**config.mk**
```make
export PLATFORM = sky130hd
export DESIGN_NAME = sfpi_core
export DESIGN_NICKNAME = d
export VERILOG_FILES = /design/src/core/sfpi_pkg.sv /design/src/core/sfpi_sync.sv /design/src/core/sfpi_core.sv
export SDC_FILE = /design/constraint.sdc
export NUM_CORES = 1
export LEC_CHECK = 0
export BUFFER_PORTS_ARGS = -buffer_cell sky130_fd_sc_hd__buf_2
export CORE_MARGIN = 1.5
export CORE_UTILIZATION = 51
export DETAILED_ROUTE_END_ITERATION = 7
export PLACE_DENSITY = 0.77
export REMOVE_ABC_BUFFERS = 1
export SLEW_MARGIN = 20
export SYNTH_ARGS = -nofsm -noshare
export SYNTH_HDL_FRONTEND = slang
export SYNTH_SLANG_ARGS = --single-unit
```
**constraint.sdc**
```tcl
create_clock -name clock -period 5.9 [get_ports clock]
set_clock_uncertainty 0.1 [all_clocks]
set_input_delay 0.885 -clock clock [delete_from_list [all_inputs] [get_ports clock]]
set_output_delay 0.885 -clock clock [all_outputs]
set_load 0.05 [all_outputs]
```
**src/core/sfpi_pkg.sv**
```systemverilog
// holds the shared constants of the serial flash pin interface
// assumes one 100 MHz system clock that samples every pin

package sfpi_pkg;

	// ****************************************************
	// register map of the local control port
	// ****************************************************
	localparam logic [3:0] REG_CONFIG = 4'h0; // quad setting and protect field
	localparam logic [3:0] REG_STATUS = 4'h1; // live pin-interface state

	// ****************************************************
	// field positions and reset values
	// ****************************************************
	localparam int         CFG_QUAD_BIT = 0;     // quad pin-out enable
	localparam int         CFG_BP_LSB   = 1;     // block protect field low bit
	localparam int         BP_W         = 3;     // block protect field width
	localparam logic [7:0] CFG_RESET    = 8'h00; // config after reset
	localparam int         ST_ARMED     = 0;     // first select seen
	localparam int         ST_SELECTED  = 1;     // device selected
	localparam int         ST_ACTIVE    = 2;     // active power state
	localparam int         ST_PAUSED    = 3;     // pause in force
	localparam int         ST_WP        = 4;     // write protect in force

	// ****************************************************
	// pin count and synchroniser depth
	// ****************************************************
	localparam int SYNC_STAGES = 2; // flops before any logic reads a pin
	localparam int PIN_COUNT   = 6; // sampled pins

	// ****************************************************
	// lane widths and link states
	// ****************************************************
	typedef enum logic [1:0] {
		SFPI_W1 = 2'b00, // one lane
		SFPI_W2 = 2'b01, // two lanes
		SFPI_W4 = 2'b10  // four lanes
	} sfpi_width_e;

	typedef enum logic [1:0] {
		LS_IDLE   = 2'b00, // deselected
		LS_ACTIVE = 2'b01, // selected and shifting
		LS_PAUSE  = 2'b10  // selected but paused
	} sfpi_link_e;

endpackage : sfpi_pkg

```
**src/core/sfpi_sync.sv**
```systemverilog
// holds a plain two-flop synchroniser for a group of pins
// assumes each bit is an independent level from outside the clock domain

module sfpi_sync
	import sfpi_pkg::*;
#(
	parameter int WIDTH = 1 // number of independent levels
) (
	input  wire logic             clock,    // system clock
	input  wire logic             rst_n,    // synchronous reset, active low
	input  wire logic [WIDTH-1:0] async_in, // raw pin levels
	output logic      [WIDTH-1:0] sync_out  // levels safe to read
);

	// ****************************************************
	// elaboration check
	// ****************************************************
	if (WIDTH < 1) begin : g_bad_width
		$error("sfpi_sync needs at least one bit");
	end

	// ****************************************************
	// per-bit flop chains
	// ****************************************************
	for (genvar i = 0; i < WIDTH; i++) begin : g_bit
		logic meta_ff; // first stage, read by the second stage only
		logic safe_ff; // second stage

		// two flops in a row per pin
		always_ff @(posedge clock) begin
			if (!rst_n) begin
				meta_ff <= 1'b0;
				safe_ff <= 1'b0;
			end else begin
				meta_ff <= async_in[i];
				safe_ff <= meta_ff;
			end
		end

		assign sync_out[i] = safe_ff;
	end

endmodule : sfpi_sync

```
**src/core/sfpi_core.sv**
```systemverilog
// holds the pin-level slave interface of a serial flash memory
// assumes the master's serial clock is slower than a quarter of clock
// and that command decoding, address map and array sit outside
//
// Summary of operation
// - launch output bits after serial clock falls
// - capture input bits on serial clock rise
// - select high: deselected, output lane floats
// - ignore commands until first select fall
// - pause low: float output, ignore inputs, stay selected
// - write protect low blocks protected program/erase
// - multi-lane modes turn data-out into input
// - multi-lane output phases drive data-in lane
// - quad mode drives pause and protect lanes
// - active when select low or write busy, else standby
// - clock modes zero and three, same edges
// - quad setting maps protect, pause onto lanes

module sfpi_core
	import sfpi_pkg::*;
(
	input  wire logic       clock,                     // system clock
	input  wire logic       rst_n,                     // synchronous reset
	input  wire logic       sck,                       // serial clock pin
	input  wire logic       cs_n,                      // select pin, active low
	input  wire logic       data_in_lane0,             // lane 0 pin level
	output logic            data_in_lane0_drv,         // lane 0 drive value
	output logic            data_in_lane0_en,          // lane 0 drive enable
	input  wire logic       data_out_lane1,            // lane 1 pin level
	output logic            data_out_lane1_drv,        // lane 1 drive value
	output logic            data_out_lane1_en,         // lane 1 drive enable
	input  wire logic       write_protect_n_lane2,     // lane 2 pin level
	output logic            write_protect_n_lane2_drv, // lane 2 drive value
	output logic            write_protect_n_lane2_en,  // lane 2 drive enable
	input  wire logic       pause_n_lane3,             // lane 3 pin level
	output logic            pause_n_lane3_drv,         // lane 3 drive value
	output logic            pause_n_lane3_en,          // lane 3 drive enable
	input  wire logic [1:0] io_width,                  // lanes in use now
	input  wire logic       out_phase,                 // device output phase
	output logic      [7:0] rx_byte,                   // last byte captured
	output logic            rx_valid,                  // rx_byte new, pulse
	input  wire logic [7:0] tx_byte,                   // next byte to send
	output logic            tx_take,                   // tx_byte taken, pulse
	input  wire logic       write_busy,                // program/erase pending
	input  wire logic       prog_req,                  // program/erase request
	input  wire logic       prog_area_hit,             // target in protect area
	output logic            prog_grant,                // request may alter data
	output logic            active_power,              // active power state
	output logic [BP_W-1:0] block_protect_field,       // protect area selector
	input  wire logic [3:0] reg_addr,                  // register address
	input  wire logic [7:0] reg_wdata,                 // register write data
	input  wire logic       reg_wr,                    // write strobe
	input  wire logic       reg_rd,                    // read strobe
	output logic      [7:0] reg_rdata                  // read data, next cycle
);

	// ****************************************************
	// helper functions
	// ****************************************************

	// bits moved per serial clock edge
	function automatic logic [2:0] lane_step(input sfpi_width_e w);
		case (w)
			SFPI_W2: lane_step = 3'h2;
			SFPI_W4: lane_step = 3'h4;
			default: lane_step = 3'h1;
		endcase
	endfunction : lane_step

	// shift a byte left by the lane count, filling from bits
	function automatic logic [7:0] shift_by(input logic [7:0] word,
		input logic [3:0] bits, input sfpi_width_e w);
		case (w)
			SFPI_W2: shift_by = {word[5:0], bits[1:0]};
			SFPI_W4: shift_by = {word[3:0], bits[3:0]};
			default: shift_by = {word[6:0], bits[0]};
		endcase
	endfunction : shift_by

	// lanes the device drives in an output phase
	function automatic logic [3:0] lane_mask(input sfpi_width_e w);
		case (w)
			SFPI_W2: lane_mask = 4'h3;
			SFPI_W4: lane_mask = 4'hF;
			default: lane_mask = 4'h2;
		endcase
	endfunction : lane_mask

	// ****************************************************
	// pin synchronisers
	// ****************************************************
	logic [PIN_COUNT-1:0] pin_raw; // raw pin levels
	logic [PIN_COUNT-1:0] pin_syn; // synchronised levels

	assign pin_raw = {sck, cs_n, write_protect_n_lane2, pause_n_lane3,
		data_out_lane1, data_in_lane0};

	sfpi_sync #(
		.WIDTH    (PIN_COUNT)
	) u_sync (
		.clock    (clock),
		.rst_n    (rst_n),
		.async_in (pin_raw),
		.sync_out (pin_syn)
	);

	wire sck_s = pin_syn[5]; // serial clock
	wire cs_s  = pin_syn[4]; // select, high means deselected
	wire wp_s  = pin_syn[3]; // lane 2 level
	wire ps_s  = pin_syn[2]; // lane 3 level
	wire l1_s  = pin_syn[1]; // lane 1 level
	wire l0_s  = pin_syn[0]; // lane 0 level

	// ****************************************************
	// edge detection
	// ****************************************************
	logic sck_d_ff; // serial clock one cycle ago
	logic cs_d_ff;  // select one cycle ago

	// delayed copies for edge detection
	always_ff @(posedge clock) begin
		if (!rst_n) begin
			sck_d_ff <= 1'b0;
			cs_d_ff  <= 1'b0;
		end else begin
			sck_d_ff <= sck_s;
			cs_d_ff  <= cs_s;
		end
	end

	// idle level of the clock does not matter, only its edges
	wire sck_rise = sck_s & ~sck_d_ff;
	wire sck_fall = ~sck_s & sck_d_ff;
	wire cs_fall  = ~cs_s & cs_d_ff;   // select falling edge

	// ****************************************************
	// configuration and pin functions
	// ****************************************************
	logic [7:0]  cfg_ff;   // config register
	logic        armed_ff; // first select fall seen
	sfpi_link_e  state_ff; // link state
	sfpi_link_e  nxt_state;

	wire quad_en   = cfg_ff[CFG_QUAD_BIT];           // quad pin-out
	wire pause_act = ~quad_en & ~ps_s;
	wire wp_act    = ~quad_en & ~wp_s;
	wire armed_now = armed_ff | cs_fall;
	assign block_protect_field = cfg_ff[CFG_BP_LSB +: BP_W];

	// a quad width without the quad pin-out falls back to one lane
	sfpi_width_e eff_w; // width in effect
	assign eff_w = (io_width == SFPI_W2) ? SFPI_W2 :
		(io_width == SFPI_W4 && quad_en) ? SFPI_W4 : SFPI_W1;

	wire [2:0] step = lane_step(eff_w); // bits per edge

	// ****************************************************
	// link state machine
	// ****************************************************

	// next state from select and pause
	always_comb begin
		nxt_state = state_ff;
		case (state_ff)
			LS_IDLE: begin
				if (!cs_s && armed_now) begin
					nxt_state = pause_act ? LS_PAUSE : LS_ACTIVE;
				end
			end
			LS_ACTIVE: begin
				if (cs_s) begin
					nxt_state = LS_IDLE;
				end else if (pause_act) begin
					nxt_state = LS_PAUSE;
				end
			end
			LS_PAUSE: begin
				if (cs_s) begin
					nxt_state = LS_IDLE;
				end else if (!pause_act) begin
					nxt_state = LS_ACTIVE;
				end
			end
			default: begin
				nxt_state = LS_IDLE;
			end
		endcase
	end

	// state and first-select latch
	always_ff @(posedge clock) begin
		if (!rst_n) begin
			state_ff <= LS_IDLE;
			armed_ff <= 1'b0;
		end else begin
			state_ff <= nxt_state;
			armed_ff <= armed_now;
		end
	end

	// shifting stops at once on deselect or pause
	wire selected = (state_ff != LS_IDLE);
	wire shifting = (state_ff == LS_ACTIVE) & ~cs_s & ~pause_act;
	wire rise_in  = sck_rise & shifting & ~out_phase;
	wire fall_out = sck_fall & shifting & out_phase;

	// ****************************************************
	// receive path
	// ****************************************************
	logic [7:0] rx_sh_ff;   // partial input byte
	logic [2:0] rx_cnt_ff;  // bits gathered
	logic [7:0] rx_byte_ff; // finished byte
	logic       rx_vld_ff;  // finished byte pulse
	logic [3:0] in_bits;    // lane bits this edge
	logic [7:0] rx_next;    // shifted byte
	logic [2:0] rx_cnt_sum; // bit count after this edge

	// in multi-lane modes the data-out lane is read as input
	assign in_bits    = (eff_w == SFPI_W4) ? {ps_s, wp_s, l1_s, l0_s} :
		(eff_w == SFPI_W2) ? {2'b00, l1_s, l0_s} : {3'b000, l0_s};
	assign rx_next    = shift_by(rx_sh_ff, in_bits, eff_w);
	assign rx_cnt_sum = rx_cnt_ff + step;

	// gather bits on rising edges, count restarts each select
	always_ff @(posedge clock) begin
		if (!rst_n || !selected) begin
			rx_sh_ff  <= 8'h00;
			rx_cnt_ff <= 3'h0;
		end else if (rise_in) begin
			rx_sh_ff  <= rx_next;
			rx_cnt_ff <= rx_cnt_sum;
		end
	end

	// hand a finished byte on with a one-cycle pulse
	always_ff @(posedge clock) begin
		if (!rst_n) begin
			rx_byte_ff <= 8'h00;
			rx_vld_ff  <= 1'b0;
		end else begin
			rx_vld_ff <= rise_in && (rx_cnt_sum == 3'h0);
			if (rise_in && (rx_cnt_sum == 3'h0)) begin
				rx_byte_ff <= rx_next;
			end
		end
	end

	assign rx_byte  = rx_byte_ff;
	assign rx_valid = rx_vld_ff;

	// ****************************************************
	// transmit path
	// ****************************************************
	logic [7:0] tx_sh_ff;  // remaining output bits
	logic [2:0] tx_cnt_ff; // bits sent of this byte
	logic [3:0] drv_ff;    // lane drive values
	logic [3:0] oe_ff;     // lanes armed for output
	logic [7:0] tx_word;   // byte feeding this edge
	logic [3:0] tx_bits;   // lane values this edge
	logic [3:0] lane_en;   // final lane enables

	assign tx_word = (tx_cnt_ff == 3'h0) ? tx_byte : tx_sh_ff;
	assign tx_take = fall_out && (tx_cnt_ff == 3'h0);
	assign tx_bits = (eff_w == SFPI_W4) ? tx_word[7:4] :
		(eff_w == SFPI_W2) ? {2'b00, tx_word[7:6]} : {2'b00, tx_word[7], 1'b0};

	// launch the next bits after each falling edge
	always_ff @(posedge clock) begin
		if (!rst_n) begin
			tx_sh_ff  <= 8'h00;
			tx_cnt_ff <= 3'h0;
			drv_ff    <= 4'h0;
		end else if (!selected || !out_phase) begin
			tx_cnt_ff <= 3'h0;                        // next phase starts a byte
		end else if (fall_out) begin
			tx_sh_ff  <= shift_by(tx_word, 4'h0, eff_w);
			tx_cnt_ff <= tx_cnt_ff + step;
			drv_ff    <= tx_bits;
		end
	end

	// lanes turn on at the first launching edge of an output phase
	always_ff @(posedge clock) begin
		if (!rst_n || !selected || !out_phase) begin
			oe_ff <= 4'h0;
		end else if (fall_out) begin
			oe_ff <= lane_mask(eff_w);
		end
	end

	// enables drop the same cycle select, pause or phase go away
	assign lane_en = oe_ff & lane_mask(eff_w) &
		{4{shifting & out_phase}};

	assign data_in_lane0_drv         = drv_ff[0];
	assign data_in_lane0_en          = lane_en[0];
	assign data_out_lane1_drv        = drv_ff[1];
	assign data_out_lane1_en         = lane_en[1];
	assign write_protect_n_lane2_drv = drv_ff[2];
	assign write_protect_n_lane2_en  = lane_en[2];
	assign pause_n_lane3_drv         = drv_ff[3];
	assign pause_n_lane3_en          = lane_en[3];

	// ****************************************************
	// protection gate and power state
	// ****************************************************
	wire bp_any = |block_protect_field; // some area protected

	assign prog_grant   = prog_req & ~(wp_act & prog_area_hit & bp_any);
	assign active_power = ~cs_s | write_busy;

	// ****************************************************
	// register port
	// ****************************************************
	logic [7:0] rdata_ff; // read data, one cycle after the strobe
	logic [7:0] status;   // live status view
	logic [7:0] rd_mux;   // selected read value

	assign status = {3'b000, wp_act, (state_ff == LS_PAUSE), active_power,
		selected, armed_ff};
	assign rd_mux = (reg_addr == REG_CONFIG) ? cfg_ff :
		(reg_addr == REG_STATUS) ? status : 8'h00;

	// config writes and registered reads
	always_ff @(posedge clock) begin
		if (!rst_n) begin
			cfg_ff   <= CFG_RESET;
			rdata_ff <= 8'h00;
		end else begin
			if (reg_wr && reg_addr == REG_CONFIG) begin
				cfg_ff <= {4'h0, reg_wdata[3:0]};
			end
			rdata_ff <= reg_rd ? rd_mux : 8'h00;
		end
	end

	assign reg_rdata = rdata_ff;
endmodule : sfpi_core

```
==> results.txt <==
----------------------------------------------------
[Outcome]
  Outcome ... completed

[Critical path]
  Worst setup slack for register-to-register paths ... 2.67 ns
  FF-to-FF Start ... cfg_ff[0]$_SDFFE_PN0P_
  Number of cells on the worst reg-to-reg path ... 10
  CP max FO ... 14
  Reg2reg end ... rx_byte[7]$_SDFFE_PN0P_
  Worst EP required ... 6.07 ns
  Standard cell with the maximum stage delay on the critical path ... sky130_fd_sc_hd__nor2b_1
  Dominant cell type by count on the critical path ... sky130_fd_sc_hd__nor2b_1
  Crit path kind ... input port to register
  Data arrival, critical path ... 3.86 ns
  Max incr delay on CP ... 0.61 ns
  Launching element type of the critical path ... input port
  Capturing element type of the critical path ... register
  Sum of buffers and inverters on the critical path ... 4
  Family of cells with the greatest summed delay on the critical path ... simple AND/OR/NAND/NOR gates
  Ordered cell list for the critical path ... buf_2 -> nor2b_1 -> inv_4 -> nand2_2 -> inv_2 -> ha_1 -> inv_1 -> fa_1 -> nor2b_1 -> nand4_1 -> nor2_1 -> mux2i_1

[STA]
  Hold violation count in the final report ... 0
  Fmax ... approximately 270 MHz
  Final period util ... 62.49%
  Worst Tran Pin Value ... ~0.79 ns
  Setup repair after global routing missed its margin ... no
  Final worst setup slack ... 2.213 ns
  Total of endpoints with negative setup slack in the final report ... 0
  Crit path time final ... about 3.7 ns
  Slew Limit Fails ... 0
  Worst slew margin ... 47.52%
  Sum Neg Setup Slack ... 0 ns

[Die]
  Floorplan die area ... 5822 um2
  Placeable core region ... 5140 um2
  Starting density of the core ... 53.31%
  Height of the chip ... about 76 um
  Std cell rows ... 26
  # IOs ... 67
  X dimension of the die ... between 70 and 80 um

[Power and ir drop]
  Combinational group share of total power ... 5.7%
  Internal ... 676.3 uW
  Power spent charging and discharging nets ... 203.7 uW
  Switching portion of total power ... approximately 23%
  Sequential group share of total power ... between 40% and 50%
  Power density over cell area ... approximately 280 nW/um2
  Worst voltage drop across the vdd grid ... 0.1461 mV
  Total chip power ... 880.1 uW
  Proportion of power drawn by the clock network ... between 40% and 50%
  Leakage component of the power ... 0.001327 uW

[Finish]
  Antenna Diode Count ... 0
  Net count of the finished layout ... 378
  Layout area overhead ... 16.67%
  Fraction of final layout cells sized beyond drive strength 1 ... a little over a quarter
  Post-layout util ... about 62%
  Post-route cell area ... about 3200 um2

[Route]
  Routed vias/inst ... 5.471
  Routed Antenna Nets ... 0
  Total via count after detailed routing ... 2254
  Number of detailed-route iterations in the first pass ... 4
  Mean routed wirelength per cell ... 13.79 um
  Final WL ... 5681 um
  Drt initial violations ... 120
  DRC violations left ... 0

[CTS]
  Reg clk slew, reported paths ... ~0.07 ns
  Cells resized by post-CTS repair ... 0
  Number of setup buffers added after CTS ... 0
  CTS tree ... yes
  H-tree lvl count ... 3
  Buffers from clock root to sink, at most ... 2
  Clock sink count ... 62
  Clock latency reported for the late side of the worst-skew pair ... 0.34 ns
  Hold-fix buffers at CTS ... 0
  Clock tree root buffer cell ... sky130_fd_sc_hd__clkbuf_8
  CTS buffer count ... 9

[GRT]
  Met2 demand-to-capacity share in global routing ... 33.93%
  Global-route wire length before repair ... 9777 um
  Most crowded layer after global routing ... met2
  GRT Util Overall ... around a fifth
  Pin count of the biggest net entering global routing ... 38
  Initial antenna violation count ... 0
  Total grt overflow ... 0
  Via count of the first global-routing pass ... 2182
  Global Route met3 Usage ... 3.952%
  GRT met1 Usage ... 26.23%

[Place]
  IO Port Bufs ... 59
  Half-perimeter wire length after detailed placement ... 3798 um
  Pre-CTS WS ... between 1.5 and 2 ns
  Placement-stage cell area ... 2985 um2
  GP Congestion ... just under 0.8

[Synthesis]
  Number of enable-type register cells in the synthesized netlist ... 0
  Area fraction of the dominant cell type after synthesis ... 45.30%
  Leading cell type by number of instances after synthesis ... sky130_fd_sc_hd__dfxtp_1
  Mean Syn Cell Area ... 9.416 um2
  Area of the mapped netlist ... 2740 um2
  Part of the Yosys area used for sequential elements ... between 40% and 50%
  Commonest register cell after synthesis ... sky130_fd_sc_hd__dfxtp_1
  Post-synth top area cell ... sky130_fd_sc_hd__dfxtp_1
  Fraction of registers with async set or reset after synthesis ... 0%
  Ranking of synthesized cells by instance count ... sky130_fd_sc_hd__dfxtp_1 (62), sky130_fd_sc_hd__a21oi_1 (24), sky130_fd_sc_hd__nand2_1 (23)
  Most area-consuming cells after synthesis ... sky130_fd_sc_hd__dfxtp_1 (45%), sky130_fd_sc_hd__a21oi_1 (4.4%), sky130_fd_sc_hd__mux2i_1 (3.7%)
  Yosys reg bits ... slightly above 60
  Synth Warn # ... 0
  Syn Inst Count ... around 290
  Count of unique library cells instantiated by Yosys ... 52

[Worst hold path]
  Class of the most critical hold timing path ... register to register
  WHS Path Cells ... 1
  Hold Startpoint ... u_sync.g_bit[1].meta_ff$_SDFF_PN0_
  Worst Hold Path EP ... u_sync.g_bit[1].safe_ff$_SDFF_PN0_

[Job]
  Number of max-cap violations ... 0

----------------------------------------------------
worst register-to-register path, stage by stage, from the launching register on:
cell	delay (ns)
sky130_fd_sc_hd__dfxtp_1	0.41
sky130_fd_sc_hd__nand3b_2	0.26
sky130_fd_sc_hd__nand2_2	0.20
sky130_fd_sc_hd__inv_2	0.18
sky130_fd_sc_hd__ha_1	0.17
sky130_fd_sc_hd__inv_1	0.05
sky130_fd_sc_hd__fa_1	0.49
sky130_fd_sc_hd__nor2b_1	0.14
sky130_fd_sc_hd__nand4_1	0.52
sky130_fd_sc_hd__nor2_1	0.43
sky130_fd_sc_hd__mux2i_1	0.21
cell type report:
type,instances,area (um2)
Multi-Input combinational cell,199,1333
Clock buffer,9,123.9
Tap cell,70,87.58
Fill cell,485,1943
Sequential cell,62,1241
Inverter,7,28.78
Timing Repair Buffer,59,295.3
Clock inverter,6,87.58
how the worst max path moves through the flow:
| stage | start | to | slack [ns] | cells after the start |
|---|---|---|---|---|
| 2_1_floorplan | io_width[0] | rx_byte[0]$_SDFFE_PN0P_ | 2.57 | 11 |
| 3_3_place_gp | io_width[1] | rx_byte[0]$_SDFFE_PN0P_ | 1.91 | 12 |
| 3_5_place_dp | io_width[1] | rx_byte[7]$_SDFFE_PN0P_ | 1.88 | 12 |
| 4_1_cts | io_width[1] | rx_byte[7]$_SDFFE_PN0P_ | 2.20 | 12 |
| 5_1_grt | io_width[1] | rx_byte[7]$_SDFFE_PN0P_ | 1.86 | 12 |
| 6_report | io_width[1] | rx_byte[7]$_SDFFE_PN0P_ | 2.21 | 12 |
power by group through the flow:
stage,clock network [uW],registers (uW),logic [uW]
2_1_floorplan,0,437,28.1
3_3_place_gp,0,437,48.9
3_5_place_dp,0,437,49.9
4_1_cts,409,427,50.2
5_1_grt,429,428,55.5
6_report,403,427,50.1
routing by layer:
metal / vias to the layer above / routed length (um)
met3: 12 / 300
met4: 0 / 152
li1: 1133 / -
met5: - / 0
met2: 60 / 2591
met1: 1049 / 2637
metrics by stage:
step,hold slack (ns),cells
after detailed placement,0.3169,397
after floorplan,0.3118,268
after global placement,0.3160,397
after global routing,0.3494,412
final,0.3306,412
after CTS,0.3336,412
flip-flops by register name (all words and copies together), names as in the netlist, 2 cells and up:
name                  cells
rx_sh_ff                  7
u_sync.g_bit.meta_ff      6
rx_cnt_ff                 3
oe_ff                     3
u_sync.g_bit.safe_ff      6
reg_rdata                 5
tx_cnt_ff                 3
drv_ff                    4
rx_byte                   8
state_ff                  2
cfg_ff                    4
tx_sh_ff                  7
placed cells by master, fill, tap and decap left out, types with 3 or more instances in the layout:
cell type and n:
sky130_fd_sc_hd__o211ai_1 7, sky130_fd_sc_hd__o41ai_1 3, sky130_fd_sc_hd__o21ai_0 10, sky130_fd_sc_hd__o221a_2 3, sky130_fd_sc_hd__o41ai_2 4, sky130_fd_sc_hd__nor2b_1 4, sky130_fd_sc_hd__o22a_1 3, sky130_fd_sc_hd__nand3_1 8
sky130_fd_sc_hd__nand2_1 23, sky130_fd_sc_hd__buf_2 59, sky130_fd_sc_hd__o22ai_1 4, sky130_fd_sc_hd__inv_1 4, sky130_fd_sc_hd__clkinvlp_4 3, sky130_fd_sc_hd__a211oi_1 8, sky130_fd_sc_hd__clkbuf_8 9, sky130_fd_sc_hd__a21oi_1 24
sky130_fd_sc_hd__nor2_1 21, sky130_fd_sc_hd__mux2i_1 10, sky130_fd_sc_hd__a22o_1 6, sky130_fd_sc_hd__dfxtp_1 62, sky130_fd_sc_hd__and3_1 7, sky130_fd_sc_hd__and2_1 15, sky130_fd_sc_hd__or3_1 3, sky130_fd_sc_hd__conb_1 3
cell families (layout without fill, tap and decap cells):
group                      after synthesis  in the layout  share of synthesized area [%]
AOI/OAI and AO/OA                       80             80                          21.00
DFF                                     62             62                          45.30
other                                    1              3                         0.1369
and+or+nand+nor                         98             98                          19.32
adders and majority gates                4              4                          2.374
buffers and inverters                   32             81                          6.346
muxes                                   11             11                          4.064
xor gates and xnor gates                 3              3                          1.461
Note: power is estimated with default switching activity, not from simulation.
